--- src/logic/exc_pkg.sv ---
// constants, vectors and state encoding for the exception unit
package exc_pkg;
    // vector numbers from the standard vector table
    localparam logic [7:0] VEC_RESET     = 8'h00;
    localparam logic [7:0] VEC_BUS       = 8'h02;
    localparam logic [7:0] VEC_ADDR      = 8'h03;
    localparam logic [7:0] VEC_ILLEGAL   = 8'h04;
    localparam logic [7:0] VEC_ZERO_DIV  = 8'h05;
    localparam logic [7:0] VEC_BOUNDS    = 8'h06;
    localparam logic [7:0] VEC_OVF       = 8'h07;
    localparam logic [7:0] VEC_PRIV      = 8'h08;
    localparam logic [7:0] VEC_TRACE     = 8'h09;
    localparam logic [7:0] VEC_LINE_A    = 8'h0A;
    localparam logic [7:0] VEC_LINE_F    = 8'h0B;
    localparam logic [7:0] VEC_TRAP_BASE = 8'h20;

    // status register layout
    localparam int          SR_T     = 15;
    localparam int          SR_S     = 13;
    localparam logic [15:0] SR_RESET = 16'h2700;

    // opcode patterns
    localparam logic [15:0] OP_ILL_SYS0   = 16'h4AFA;
    localparam logic [15:0] OP_ILL_SYS1   = 16'h4AFB;
    localparam logic [15:0] OP_ILL_USER   = 16'h4AFC;
    localparam logic [3:0]  OP_LINE_A     = 4'hA;
    localparam logic [3:0]  OP_LINE_F     = 4'hF;
    localparam logic [15:0] OP_STOP       = 16'h4E72;
    localparam logic [15:0] OP_EXT_RESET  = 16'h4E70;
    localparam logic [15:0] OP_RTE        = 16'h4E73;
    localparam logic [15:0] OP_ANDI_SR    = 16'h027C;
    localparam logic [15:0] OP_EORI_SR    = 16'h0A7C;
    localparam logic [15:0] OP_ORI_SR     = 16'h007C;
    localparam logic [15:0] OP_SR_MOVE    = 16'h46C0;
    localparam logic [15:0] MASK_SR_MOVE  = 16'hFFC0;
    localparam logic [15:0] OP_USP_MOVE   = 16'h4E60;
    localparam logic [15:0] MASK_USP_MOVE = 16'hFFF0;

    // register indices on the plain port
    localparam logic [3:0] REG_SR    = 4'h0;
    localparam logic [3:0] REG_STATE = 4'h1;
    localparam logic [3:0] REG_FRAME = 4'h8;

    // group-0 frame, lowest stack address first
    localparam int FRAME_WORDS = 7;
    localparam int FR_STATUS   = 0;
    localparam int FR_ADDR_HI  = 1;
    localparam int FR_ADDR_LO  = 2;
    localparam int FR_IR       = 3;
    localparam int FR_SR       = 4;
    localparam int FR_PC_HI    = 5;
    localparam int FR_PC_LO    = 6;
    localparam int FS_RW       = 4;
    localparam int FS_IN       = 3;

    // stacked pc advance range in words
    localparam logic [2:0] PC_ADV_MIN = 3'h1;
    localparam logic [2:0] PC_ADV_MAX = 3'h5;

    typedef enum logic [4:0] {
        ST_NORMAL = 5'b00001,
        ST_G2     = 5'b00010,
        ST_G1     = 5'b00100,
        ST_G0     = 5'b01000,
        ST_HALT   = 5'b10000
    } proc_state_e;
endpackage

--- src/logic/trap_trace_fault_exception_unit.sv ---
// exception detection and sequencing for the 16-bit core
//
// Overview of operation
// (RULE1) software trap always raises an exception
// (RULE2) overflow trap and bounds check raise on failure
// (RULE3) divides with zero divisor raise exception
// (RULE4) opcode not legal takes illegal exception
// (RULE5) three fixed opcodes always decode illegal
// (RULE6) top nibble A or F: own vectors
// (RULE7) privileged instructions in user state violate privilege
// (RULE8) trace set at start traps after completion
// (RULE9) no trace for instructions never executed
// (RULE10) trace processed before a pending interrupt
// (RULE11) forced exception processed before trace
// (RULE12) bus error aborts cycle and processing at once
// (RULE13) bus error entry: copy sr, supervisor, trace off
// (RULE14) stacked pc advanced one to five words
// (RULE15) frame holds opcode word and fault address
// (RULE16) frame holds direction, instruction flag, function code
// (RULE17) instruction flag clear in group 0/1 processing
// (RULE18) fetch resumes through vector two
// (RULE19) fault during group-0 processing halts processor
// (RULE20) only reset releases the halt
// (RULE21) odd word access raises address error, aborted
// (RULE22) address error uses bus frame, own vector
// (RULE23) address error runs short cycle then exception
// (RULE24) reset, address, bus; group 0, 1, 2
// (RULE25) group 0 within two clocks, group 1 between; here a bus error starts four clocks after the pin falls
// (RULE26) standard vector numbers and frame word order
//
// The implementer's own choices: the register addresses and the strobed register port.
`timescale 1ns/100ps
module trap_trace_fault_exception_unit #(
    parameter int ADDR_W = 24
) (
    // clock and reset
    input  wire logic              clk,
    input  wire logic              rst,
    // register port
    input  wire logic [3:0]        reg_addr,
    input  wire logic [15:0]       reg_wdata,
    input  wire logic              reg_wr,
    input  wire logic              reg_rd,
    output logic      [15:0]       reg_rdata,
    // instruction start from the sequencer
    input  wire logic              instr_start,
    input  wire logic [15:0]       opcode,
    input  wire logic              opcode_legal,
    input  wire logic [ADDR_W-1:0] instr_addr,
    output logic                   instr_suppress,
    // instruction completion with forced conditions
    input  wire logic              instr_done,
    input  wire logic              soft_trap_op,
    input  wire logic [3:0]        trap_number,
    input  wire logic              overflow_trap_op,
    input  wire logic              overflow_flag,
    input  wire logic              bounds_check_op,
    input  wire logic              bounds_violation,
    input  wire logic              signed_divide_op,
    input  wire logic              unsigned_divide_op,
    input  wire logic              divisor_zero,
    // interrupt pending between instructions
    input  wire logic              irq_pending,
    input  wire logic [7:0]        irq_vector,
    // bus access in progress
    input  wire logic              acc_valid,
    input  wire logic [ADDR_W-1:0] acc_addr,
    input  wire logic              acc_word,
    input  wire logic              acc_write,
    input  wire logic [2:0]        acc_fc,
    input  wire logic [2:0]        pc_advance,
    input  wire logic              bus_error_n,
    output logic                   abort_cycle,
    output logic                   short_cycle,
    // exception handshake towards the sequencer
    output logic                   exc_req,
    output logic                   g0_start,
    output logic      [7:0]        exc_vector,
    input  wire logic              exc_ack,
    input  wire logic              exc_done,
    // status
    output logic      [15:0]       sr_out,
    output logic      [15:0]       saved_sr,
    output logic                   instr_flag,
    output logic                   halted
);
    initial begin
        if (ADDR_W < 17 || ADDR_W > 32) begin
            $error("address width must lie between 17 and 32");
        end
    end

    exc_pkg::proc_state_e state_ff;
    logic [15:0] sr_ff;
    logic [15:0] saved_sr_ff;
    logic [15:0] ir_ff;
    logic [ADDR_W-1:0] pc_base_ff;
    logic [15:0] frame_ff [exc_pkg::FRAME_WORDS];
    logic        pend_g2_ff, pend_trace_ff, pend_g1_ff;
    logic [7:0]  g2_vec_ff, g1_vec_ff;
    logic        trace_arm_ff, in_instr_ff;
    logic        req_ff, g0_start_ff;
    logic [7:0]  vec_ff;
    logic [15:0] rdata_ff;
    logic        berr1_ff, berr2_ff, berr3_ff, berr_lvl_ff;
    logic        addr_err, berr_evt, g0_hit, live, double_fault;
    logic        priv_op, line_hit, fixed_ill, g1_hit, g2_hit;
    logic [7:0]  g1_vec, g2_vec, sel_vec;
    logic        sel_any;
    logic [2:0]  adv;
    logic [ADDR_W-1:0] fault_pc;
    logic [31:0] acc_addr_w, fault_pc_w;

    // bus error pin: three flops, counted once the last two agree
    always_ff @(posedge clk) begin
        if (rst) begin
            berr1_ff    <= 1'b0;
            berr2_ff    <= 1'b0;
            berr3_ff    <= 1'b0;
            berr_lvl_ff <= 1'b0;
        end else begin
            berr1_ff <= ~bus_error_n;
            berr2_ff <= berr1_ff;
            berr3_ff <= berr2_ff;
            if (berr2_ff == berr3_ff) begin
                berr_lvl_ff <= berr3_ff;
            end
        end
    end

    // group-0 detection; address error outranks bus error
    assign live         = (state_ff != exc_pkg::ST_HALT);
    assign addr_err     = live & acc_valid & acc_word & acc_addr[0];           // [RULE21]
    assign berr_evt     = live & berr2_ff & berr3_ff & ~berr_lvl_ff;           // [RULE12]
    assign g0_hit       = addr_err | berr_evt;
    assign double_fault = g0_hit & (state_ff == exc_pkg::ST_G0);              // [RULE19]
    assign abort_cycle  = g0_hit;                                              // [RULE12] [RULE21]
    assign short_cycle  = addr_err;                                            // [RULE23]

    // opcode decode at instruction start
    always_comb begin
        priv_op = (opcode == exc_pkg::OP_STOP) || (opcode == exc_pkg::OP_EXT_RESET)
               || (opcode == exc_pkg::OP_RTE) || (opcode == exc_pkg::OP_ANDI_SR)
               || (opcode == exc_pkg::OP_EORI_SR) || (opcode == exc_pkg::OP_ORI_SR)
               || ((opcode & exc_pkg::MASK_SR_MOVE) == exc_pkg::OP_SR_MOVE)
               || ((opcode & exc_pkg::MASK_USP_MOVE) == exc_pkg::OP_USP_MOVE); // [RULE7]
        line_hit  = (opcode[15:12] == exc_pkg::OP_LINE_A)
                 || (opcode[15:12] == exc_pkg::OP_LINE_F);
        fixed_ill = (opcode == exc_pkg::OP_ILL_SYS0) || (opcode == exc_pkg::OP_ILL_SYS1)
                 || (opcode == exc_pkg::OP_ILL_USER);                          // [RULE5]
        g1_hit = line_hit | fixed_ill | ~opcode_legal | (priv_op & ~sr_ff[exc_pkg::SR_S]);
        if (opcode[15:12] == exc_pkg::OP_LINE_A) begin
            g1_vec = exc_pkg::VEC_LINE_A;                                      // [RULE6]
        end else if (opcode[15:12] == exc_pkg::OP_LINE_F) begin
            g1_vec = exc_pkg::VEC_LINE_F;                                      // [RULE6]
        end else if (fixed_ill || !opcode_legal) begin
            g1_vec = exc_pkg::VEC_ILLEGAL;                                     // [RULE4]
        end else begin
            g1_vec = exc_pkg::VEC_PRIV;                                        // [RULE7]
        end
    end
    // the sequencer must not execute what decodes as a group-1 fault
    assign instr_suppress = instr_start & g1_hit;

    // forced exceptions at completion
    always_comb begin
        g2_hit = soft_trap_op | (overflow_trap_op & overflow_flag)
              | (bounds_check_op & bounds_violation)
              | ((signed_divide_op | unsigned_divide_op) & divisor_zero);
        if (soft_trap_op) begin
            g2_vec = exc_pkg::VEC_TRAP_BASE | {4'h0, trap_number};             // [RULE1]
        end else if (overflow_trap_op && overflow_flag) begin
            g2_vec = exc_pkg::VEC_OVF;                                         // [RULE2]
        end else if (bounds_check_op && bounds_violation) begin
            g2_vec = exc_pkg::VEC_BOUNDS;                                      // [RULE2]
        end else begin
            g2_vec = exc_pkg::VEC_ZERO_DIV;                                    // [RULE3]
        end
    end

    // pick the next pending exception: forced, trace, interrupt, decode fault
    always_comb begin
        sel_any = 1'b1;
        if (pend_g2_ff) begin
            sel_vec = g2_vec_ff;                                               // [RULE11]
        end else if (pend_trace_ff) begin
            sel_vec = exc_pkg::VEC_TRACE;                                      // [RULE10]
        end else if (irq_pending && !in_instr_ff) begin
            sel_vec = irq_vector;
        end else if (pend_g1_ff) begin
            sel_vec = g1_vec_ff;
        end else begin
            sel_vec = exc_pkg::VEC_RESET;
            sel_any = 1'b0;
        end
    end

    // stacked pc: clamp the sequencer's advance to the documented span
    always_comb begin
        if (pc_advance < exc_pkg::PC_ADV_MIN) begin
            adv = exc_pkg::PC_ADV_MIN;
        end else if (pc_advance > exc_pkg::PC_ADV_MAX) begin
            adv = exc_pkg::PC_ADV_MAX;
        end else begin
            adv = pc_advance;
        end
        fault_pc   = pc_base_ff + ADDR_W'({adv, 1'b0});                        // [RULE14]
        acc_addr_w = 32'(acc_addr);
        fault_pc_w = 32'(fault_pc);
    end

    // instruction tracking and trace arming; decode faults never arm trace
    always_ff @(posedge clk) begin
        if (rst) begin
            ir_ff        <= 16'h0000;
            pc_base_ff   <= '0;
            trace_arm_ff <= 1'b0;
            in_instr_ff  <= 1'b0;
        end else if (g0_hit) begin
            trace_arm_ff <= 1'b0;
            in_instr_ff  <= 1'b0;
        end else if (instr_start) begin
            ir_ff        <= opcode;
            pc_base_ff   <= instr_addr;
            trace_arm_ff <= sr_ff[exc_pkg::SR_T] & ~g1_hit;                   // [RULE8] [RULE9]
            in_instr_ff  <= ~g1_hit;
        end else if (instr_done) begin
            trace_arm_ff <= 1'b0;
            in_instr_ff  <= 1'b0;
        end
    end

    // pending exceptions; a group-0 fault wipes what was in progress
    always_ff @(posedge clk) begin
        if (rst || g0_hit) begin
            pend_g2_ff    <= 1'b0;
            pend_trace_ff <= 1'b0;
            pend_g1_ff    <= 1'b0;
            g2_vec_ff     <= exc_pkg::VEC_RESET;
            g1_vec_ff     <= exc_pkg::VEC_RESET;
        end else begin
            if (instr_start && g1_hit) begin
                pend_g1_ff <= 1'b1;
                g1_vec_ff  <= g1_vec;                                          // [RULE4]
            end else if (exc_ack && req_ff && !pend_g2_ff && !pend_trace_ff
                         && vec_ff == g1_vec_ff) begin
                pend_g1_ff <= 1'b0;
            end
            if (instr_done && in_instr_ff && g2_hit) begin
                pend_g2_ff <= 1'b1;
                g2_vec_ff  <= g2_vec;                                          // [RULE3]
            end else if (exc_ack && req_ff && pend_g2_ff) begin
                pend_g2_ff <= 1'b0;
            end
            if (instr_done && in_instr_ff && trace_arm_ff) begin
                pend_trace_ff <= 1'b1;                                         // [RULE8]
            end else if (exc_ack && req_ff && !pend_g2_ff && pend_trace_ff) begin
                pend_trace_ff <= 1'b0;
            end
        end
    end

    // processing state; group 0 preempts everything, address error on the next clock, bus error four clocks after the pin falls
    always_ff @(posedge clk) begin
        if (rst) begin
            state_ff    <= exc_pkg::ST_G0;     // reset processing counts as group 0
            req_ff      <= 1'b0;
            g0_start_ff <= 1'b0;
            vec_ff      <= exc_pkg::VEC_RESET;
        end else begin
            g0_start_ff <= 1'b0;
            case (state_ff)
                exc_pkg::ST_HALT: begin
                    req_ff <= 1'b0;                                            // [RULE20]
                end
                default: begin
                    if (double_fault) begin
                        state_ff <= exc_pkg::ST_HALT;                          // [RULE19]
                        req_ff   <= 1'b0;
                    end else if (g0_hit) begin
                        state_ff    <= exc_pkg::ST_G0;                         // [RULE25]
                        req_ff      <= 1'b0;
                        g0_start_ff <= 1'b1;
                        vec_ff      <= addr_err ? exc_pkg::VEC_ADDR            // [RULE24]
                                                : exc_pkg::VEC_BUS;            // [RULE18] [RULE22]
                    end else if (req_ff && exc_ack) begin
                        req_ff   <= 1'b0;
                        state_ff <= (pend_g2_ff) ? exc_pkg::ST_G2 : exc_pkg::ST_G1;
                    end else if (state_ff != exc_pkg::ST_NORMAL && exc_done) begin
                        state_ff <= exc_pkg::ST_NORMAL;
                    end else if (state_ff == exc_pkg::ST_NORMAL && !req_ff && sel_any) begin
                        req_ff <= 1'b1;                                        // [RULE25]
                        vec_ff <= sel_vec;
                    end
                end
            endcase
        end
    end

    // status register: exception entry wins over a software write
    always_ff @(posedge clk) begin
        if (rst) begin
            sr_ff       <= exc_pkg::SR_RESET;
            saved_sr_ff <= 16'h0000;
        end else if (g0_hit && !double_fault || (req_ff && exc_ack)) begin
            saved_sr_ff              <= sr_ff;                                 // [RULE13]
            sr_ff[exc_pkg::SR_S]     <= 1'b1;
            sr_ff[exc_pkg::SR_T]     <= 1'b0;
        end else if (reg_wr && reg_addr == exc_pkg::REG_SR) begin
            sr_ff <= reg_wdata;
        end
    end

    // group-0 frame captured at the moment of the fault
    always_ff @(posedge clk) begin
        if (rst) begin
            for (int i = 0; i < exc_pkg::FRAME_WORDS; i++) begin
                frame_ff[i] <= 16'h0000;
            end
        end else if (g0_hit && !double_fault) begin
            frame_ff[exc_pkg::FR_STATUS] <= {11'h000, ~acc_write,                 // [RULE16]
                ~(state_ff == exc_pkg::ST_NORMAL || state_ff == exc_pkg::ST_G2), // [RULE17]
                acc_fc};
            frame_ff[exc_pkg::FR_ADDR_HI] <= acc_addr_w[31:16];                // [RULE15]
            frame_ff[exc_pkg::FR_ADDR_LO] <= acc_addr_w[15:0];
            frame_ff[exc_pkg::FR_IR]      <= ir_ff;                            // [RULE15]
            frame_ff[exc_pkg::FR_SR]      <= sr_ff;                            // [RULE26]
            frame_ff[exc_pkg::FR_PC_HI]   <= fault_pc_w[31:16];
            frame_ff[exc_pkg::FR_PC_LO]   <= fault_pc_w[15:0];
        end
    end

    // register read: data one cycle after the strobe, zero when unmapped
    always_ff @(posedge clk) begin
        if (rst) begin
            rdata_ff <= 16'h0000;
        end else if (reg_rd) begin
            if (reg_addr == exc_pkg::REG_SR) begin
                rdata_ff <= sr_ff;
            end else if (reg_addr == exc_pkg::REG_STATE) begin
                rdata_ff <= {3'h0, state_ff, pend_g2_ff, pend_trace_ff, pend_g1_ff,
                             req_ff, trace_arm_ff, in_instr_ff, 2'h0};
            end else if (reg_addr >= exc_pkg::REG_FRAME && reg_addr
                         < exc_pkg::REG_FRAME + 4'(exc_pkg::FRAME_WORDS)) begin
                rdata_ff <= frame_ff[3'(reg_addr - exc_pkg::REG_FRAME)];
            end else begin
                rdata_ff <= 16'h0000;
            end
        end else begin
            rdata_ff <= 16'h0000;
        end
    end

    assign reg_rdata  = rdata_ff;
    assign exc_req    = req_ff;
    assign g0_start   = g0_start_ff;
    assign exc_vector = vec_ff;
    assign sr_out     = sr_ff;
    assign saved_sr   = saved_sr_ff;
    assign halted     = (state_ff == exc_pkg::ST_HALT);
    assign instr_flag = (state_ff == exc_pkg::ST_NORMAL) || (state_ff == exc_pkg::ST_G2);
endmodule // trap_trace_fault_exception_unit

--- config.mk ---
export PLATFORM = sky130hd
export DESIGN_NAME = trap_trace_fault_exception_unit
export DESIGN_NICKNAME = d
export VERILOG_FILES = /design/src/logic/exc_pkg.sv /design/src/logic/trap_trace_fault_exception_unit.sv
export SDC_FILE = /design/constraint.sdc
export NUM_CORES = 1
export LEC_CHECK = 0
export ABC_CLOCK_PERIOD_IN_PS = 5200
export BUFFER_PORTS_ARGS = -buffer_cell sky130_fd_sc_hd__buf_2
export CORE_MARGIN = 2
export CORE_UTILIZATION = 33
export DETAILED_ROUTE_END_ITERATION = 8
export PLACE_DENSITY_LB_ADDON = 0.12
export SYNTH_ARGS = -nofsm -noshare
export SYNTH_HDL_FRONTEND = slang
export SYNTH_SLANG_ARGS = --single-unit
--- constraint.sdc ---
create_clock -name clk -period 5.2 [get_ports clk]
set_input_delay 0.78 -clock clk [delete_from_list [all_inputs] [get_ports clk]]
set_output_delay 0.78 -clock clk [all_outputs]
set_load 0.05 [all_outputs]
* After elaboration in Yosys (flattened, before gate mapping)
Memories as Yosys holds them, arrays and structs flattened. Index checks and enable logic that the tools add are counted.
Storage, ports and cells: bits in registers 128, memory bits (writable) 112, memories kept 1
Operators by class: add/subtract/negate cells 2, magnitude comparators 4, equal/unequal tests 24, mux-type cells 51, bitwise operators 41, reductions and logical operators 56
Memory list:
- frame_ff | depth 7, width 16, read ports 1, clocked after Yosys merged registers in 0, write ports 7, RTL line trap_trace_fault_exception_unit.sv:98 | logic [15:0] frame_ff [exc_pkg::FRAME_WORDS];
Operator list (number):
- $mux W16 | 10
- $eq A16 B15 Y1 const B | 6
- $mux W8 | 8
- $add A24 B4 Y24 | 1
- $mux W1 | 20
- $mux W5 | 4
- $logic_and A1 B1 Y1 | 19
- $eq A16 B10 Y1 const B | 1
- $eq A16 B12 Y1 const B | 1
- $eq A16 B7 Y1 const B | 1
- $or A1 B1 Y1 | 15
- $logic_or A1 B1 Y1 | 14
- $and A1 B1 Y1 | 13
- $not A1 Y1 | 13
- $eq A12 B11 Y1 const B | 1
- $mux W4 | 3
- $eq A10 B9 Y1 const B | 1
- $reduce_bool A2 Y1 | 5
- $mux W3 | 3
- $eq A4 B4 Y1 const B | 2
- $eq A8 B8 Y1 | 1
- $reduce_and A2 Y1 | 4
- $logic_not A1 Y1 | 6
- $mux W6 | 1
- 21 further kinds | 25

* Longest topological paths before layout
word-level depth 13, depth in mapped cells 10

* Worst setup path before layout
Ideal clock, no wire load.
kind input port to flip-flop, start input port acc_addr[0], end memory frame_ff[0][0], enable pin, data arrival time 3.400 ns, data required time 4.753 ns, setup slack 1.354 ns, stages on the path 5, path through nand3_1 > o2bb2ai_4 > inv_4 > nand2_1 > nand2_1
RTL lines:
- from (decl) | RTL line trap_trace_fault_exception_unit.sv:67 | input wire logic [ADDR_W-1:0] acc_addr,
- to (decl) | RTL line trap_trace_fault_exception_unit.sv:98

* Worst setup path after layout
start input port opcode[0], end output port instr_suppress
Between the ends: word-level cells in the longest chain between the ends 11, elaborated cells on any way between the ends 23, those cells by class 9 x eq/ne; 5 x bitwise; 9 x reduce/logical
Ends and longest elaborated chain:
- from (decl) | RTL line trap_trace_fault_exception_unit.sv:47 | input wire logic [15:0] opcode,
- $eq A16 B15 Y1 | RTL line trap_trace_fault_exception_unit.sv:142 | priv_op = (opcode == exc_pkg::OP_STOP) || (opcode == exc_pkg::OP_EXT_RESET)
- $logic_or A1 B1 Y1 | RTL line trap_trace_fault_exception_unit.sv:142
- $logic_or A1 B1 Y1 (2 in a row) | RTL line trap_trace_fault_exception_unit.sv:143 | || (opcode == exc_pkg::OP_RTE) || (opcode == exc_pkg::OP_ANDI_SR)
- $logic_or A1 B1 Y1 (2 in a row) | RTL line trap_trace_fault_exception_unit.sv:144 | || (opcode == exc_pkg::OP_EORI_SR) || (opcode == exc_pkg::OP_ORI_SR)
- $logic_or A1 B1 Y1 | RTL line trap_trace_fault_exception_unit.sv:145 | || ((opcode & exc_pkg::MASK_SR_MOVE) == exc_pkg::OP_SR_MOVE)
- $logic_or A1 B1 Y1 | RTL line trap_trace_fault_exception_unit.sv:146 | || ((opcode & exc_pkg::MASK_USP_MOVE) == exc_pkg::OP_USP_MOVE);
- $and A1 B1 Y1 | RTL line trap_trace_fault_exception_unit.sv:151 | g1_hit = line_hit | fixed_ill | ~opcode_legal | (priv_op & ~sr_ff[exc_pkg::SR_S]);
- $or A1 B1 Y1 (*) | RTL line trap_trace_fault_exception_unit.sv:151
- $and A1 B1 Y1 (*) | RTL line trap_trace_fault_exception_unit.sv:163 | assign instr_suppress = instr_start & g1_hit;
- to (decl) | RTL line trap_trace_fault_exception_unit.sv:50 | output logic instr_suppress,
Mark *: on every way between the ends. The rest lies on a longest branch, timed or not.

==> impl_metrics.json <==
{
  "fin_tns_setup_ns": 0,
  "yosysTopAreaCellShare_pct": 27.9,
  "synthTopCellsByArea": "edfxtp_1 (28%), dfxtp_1 (27%), nand2_1 (7.1%)",
  "num_vias": 7443,
  "ant_nets": 0,
  "critPathKind": "in -> out",
  "gp_routability_congestion": 0.819,
  "max_slew_margin_pct": 34.6,
  "io_buffers": 186,
  "synth_top_area_cell": "edfxtp_1",
  "layout-drive-gt1-share_pct": 23.2,
  "netlist_area_um2": 9130,
  "grtUsageTotal_pct": 18.9,
  "die_h_um": 170,
  "p_seq_share_pct": 48.1,
  "diodes": 0,
  "dpl.hpwl_um": 19900,
  "finalCritPeriodShare_pct": 66.2,
  "cts_setup_buffers": 0,
  "maxCapViolCount": 0,
  "synth_seq_cells": 206,
  "mostFrequentLayoutCells": "buf_2 (186), nand2_1 (171), dfxtp_1 (121), a21oi_1 (114), edfxtp_1 (85)",
  "cts_tree": "built",
  "p_int_w": 0.00283,
  "grt_pass1_vias": 7303,
  "htree_levels": 1,
  "firstDrtPassIters": 5,
  "grt.overflow.total": 0,
  "grt_pass1_wl_um": 42200,
  "worst_slew_pin_slew_ns": 0.979,
  "dieArea_um2": 29000,
  "irDropWorstVdd_v": 0.000192,
  "power.share.combinational_pct": 9.6,
  "finalHoldViolations": 0,
  "root_buffer": "clkbuf_16",
  "reg2reg_slack_ns": 2.11,
  "synthArstFlopShare_pct": 0,
  "synth_cells": 941,
  "fin_skew_ns": 0.0252,
  "setup_viol": 0,
  "antenna_found_initial": 1,
  "first_iter_violations": 590,
  "die_w_um": 170,
  "synth_ff_type": "dfxtp_1",
  "cts_sinks": 206,
  "cp_max_fo": 6,
  "cp-end-kind": "primary output",
  "arrival_ns": 2.66,
  "yosysWarnings": 0,
  "rsz0062_at_grt": "no",
  "core_area_um2": 27000,
  "ctsHoldBuffers": 0,
  "syn2layout_area_growth_pct": 21.6,
  "final_cells": 1468,
  "finalWorstSetupSlack_ns": 1.76,
  "cp_data_required_time_ns": 4.42,
  "wl_um": 27200,
  "final_nets": 1237,
  "viasPerCell": 5.07,
  "clk_pin_slew_ns": 0.06,
  "drc_errors": 0,
  "cts-resized-gates": 0,
  "swShare_pct": 25.1,
  "cts_inserted_buffers": 25,
  "synthDistinctLibCells": 61,
  "clock_path_buffers": 3,
  "start_kind": "input pin",
  "clkLatencyLatePin_ns": 0.53,
  "layout_min_cycle_time_ns": 3.44,
  "num_rows": 60,
  "synthesis.nets": 1069,
  "wire_per_inst_um": 18.6,
  "hp-class": "in -> reg",
  "status": "finished clean",
  "max_freq_mhz": 291,
  "initial_utilization_pct": 33.8,
  "post_dp_cell_area_um2": 10400,
  "grt_max_degree": 87,
  "power.leakage_nw": 4.38,
  "synth-edff-count": 85,
  "ys_seq_area_share_pct": 54.5,
  "pwr-share-clk_pct": 42.3,
  "layout_commonest_cell": "buf_2",
  "final_area_um2": 11100,
  "p_switching_w": 0.000948,
  "slew_violations": 0,
  "place_ws_ns": 1.77,
  "ios": 187,
  "power.density_nw_per_um2": 340,
  "dpl.cell_count": 1423,
  "syn_avg_cell_area_um2": 9.71
}
-- power by group through the flow --
stage	clock network [W]	registers [W]	logic, W
2_1_floorplan	0	0.00186	0.000206
3_3_place_gp	0	0.00185	0.000367
3_5_place_dp	0	0.00185	0.000366
4_1_cts	0.00164	0.00182	0.000367
5_1_grt	0.00170	0.00182	0.000403
6_report	0.00160	0.00182	0.000363
-- flip-flops by register name, indices dropped and copies added (netlist names), 4 cells and up --
name	count
exc_vector	8
frame_ff	85
g1_vec_ff	4
g2_vec_ff	5
ir_ff	16
pc_base_ff	24
reg_rdata	16
saved_sr	16
sr_out	16
state_ff	5
-- layer usage --
metal / global-route usage [%] / vias to the layer above / wire length, um
li1: - / 3684 / -
met1: 27.7 / 3520 / 13100
met2: 29.4 / 210 / 12300
met3: 2.67 / 29 / 1440
met4: 4.27 / 0 / 392
met5: 0 / - / 0
-- synth_stat cells, types with 11 or more instances --
cell      count
mux2_2       14
nor2b_1      11
nand3_1      26
xnor2_1      14
o21ai_0      36
dfxtp_1     121
nand2_1     172
nor3_1       14
and2_1       62
a21oi_1     114
clkbuf_1     46
mux2i_1      17
nor2_1       45
inv_1        19
nor4_1       13
edfxtp_1     85
-- worst paths after layout --
kind	startpoint	end	cells after the start
hold reg to reg	saved_sr[13]$_SDFFE_PP0P_	saved_sr[13]$_SDFFE_PP0P_	2
hold / removal	bus_error_n	berr1_ff$_SDFF_PP0_	2
setup reg to reg	state_ff[0]$_SDFFE_PP0P_	frame_ff[5][4]$_SDFFCE_PN0P_	6
setup / recovery	opcode[0]	instr_suppress	6
-- cell families (layout without fill, tap and decap cells) --
logic type	Yosys count	count (layout)	synth area share, %
mux	36	36	4.82
simple gates	395	395	21.3
compound gates	203	203	13.5
fa+ha+maj	4	4	0.630
buf+inv	76	262	3.26
flops	206	206	54.5
xor+xnor	21	21	2.01
-- stage by stage --
| step | hold WS, ns | total power, W | utilization, % |
|---|---|---|---|
| after detailed placement | 0.433 | 0.00222 | 38.3 |
| after floorplan | 0.414 | 0.00206 | - |
| after global routing | 0.408 | 0.00393 | 41.1 |
| after global placement | 0.435 | 0.00222 | 38.3 |
| final | 0.413 | 0.00378 | 41.1 |
| after CTS | 0.399 | 0.00382 | 41.1 |
-- critical path, stage by stage --
cell and delay [ns]:
buf_2 0.12, or3b_2 0.47, or3_1 0.36, a211o_1 0.37, a31oi_4 0.24, buf_2 0.31
-- final cells by class --
class,count,area [um2]
Multi-Input combinational cell,659,3870
Fill cell,2809,15900
Sequential cell,206,4970
Timing Repair Buffer,196,1010
Inverter,21,81.3
Clock buffer,38,708
Tap cell,341,427
Clock inverter,7,42.5
Power figures use the tool's default switching activity.
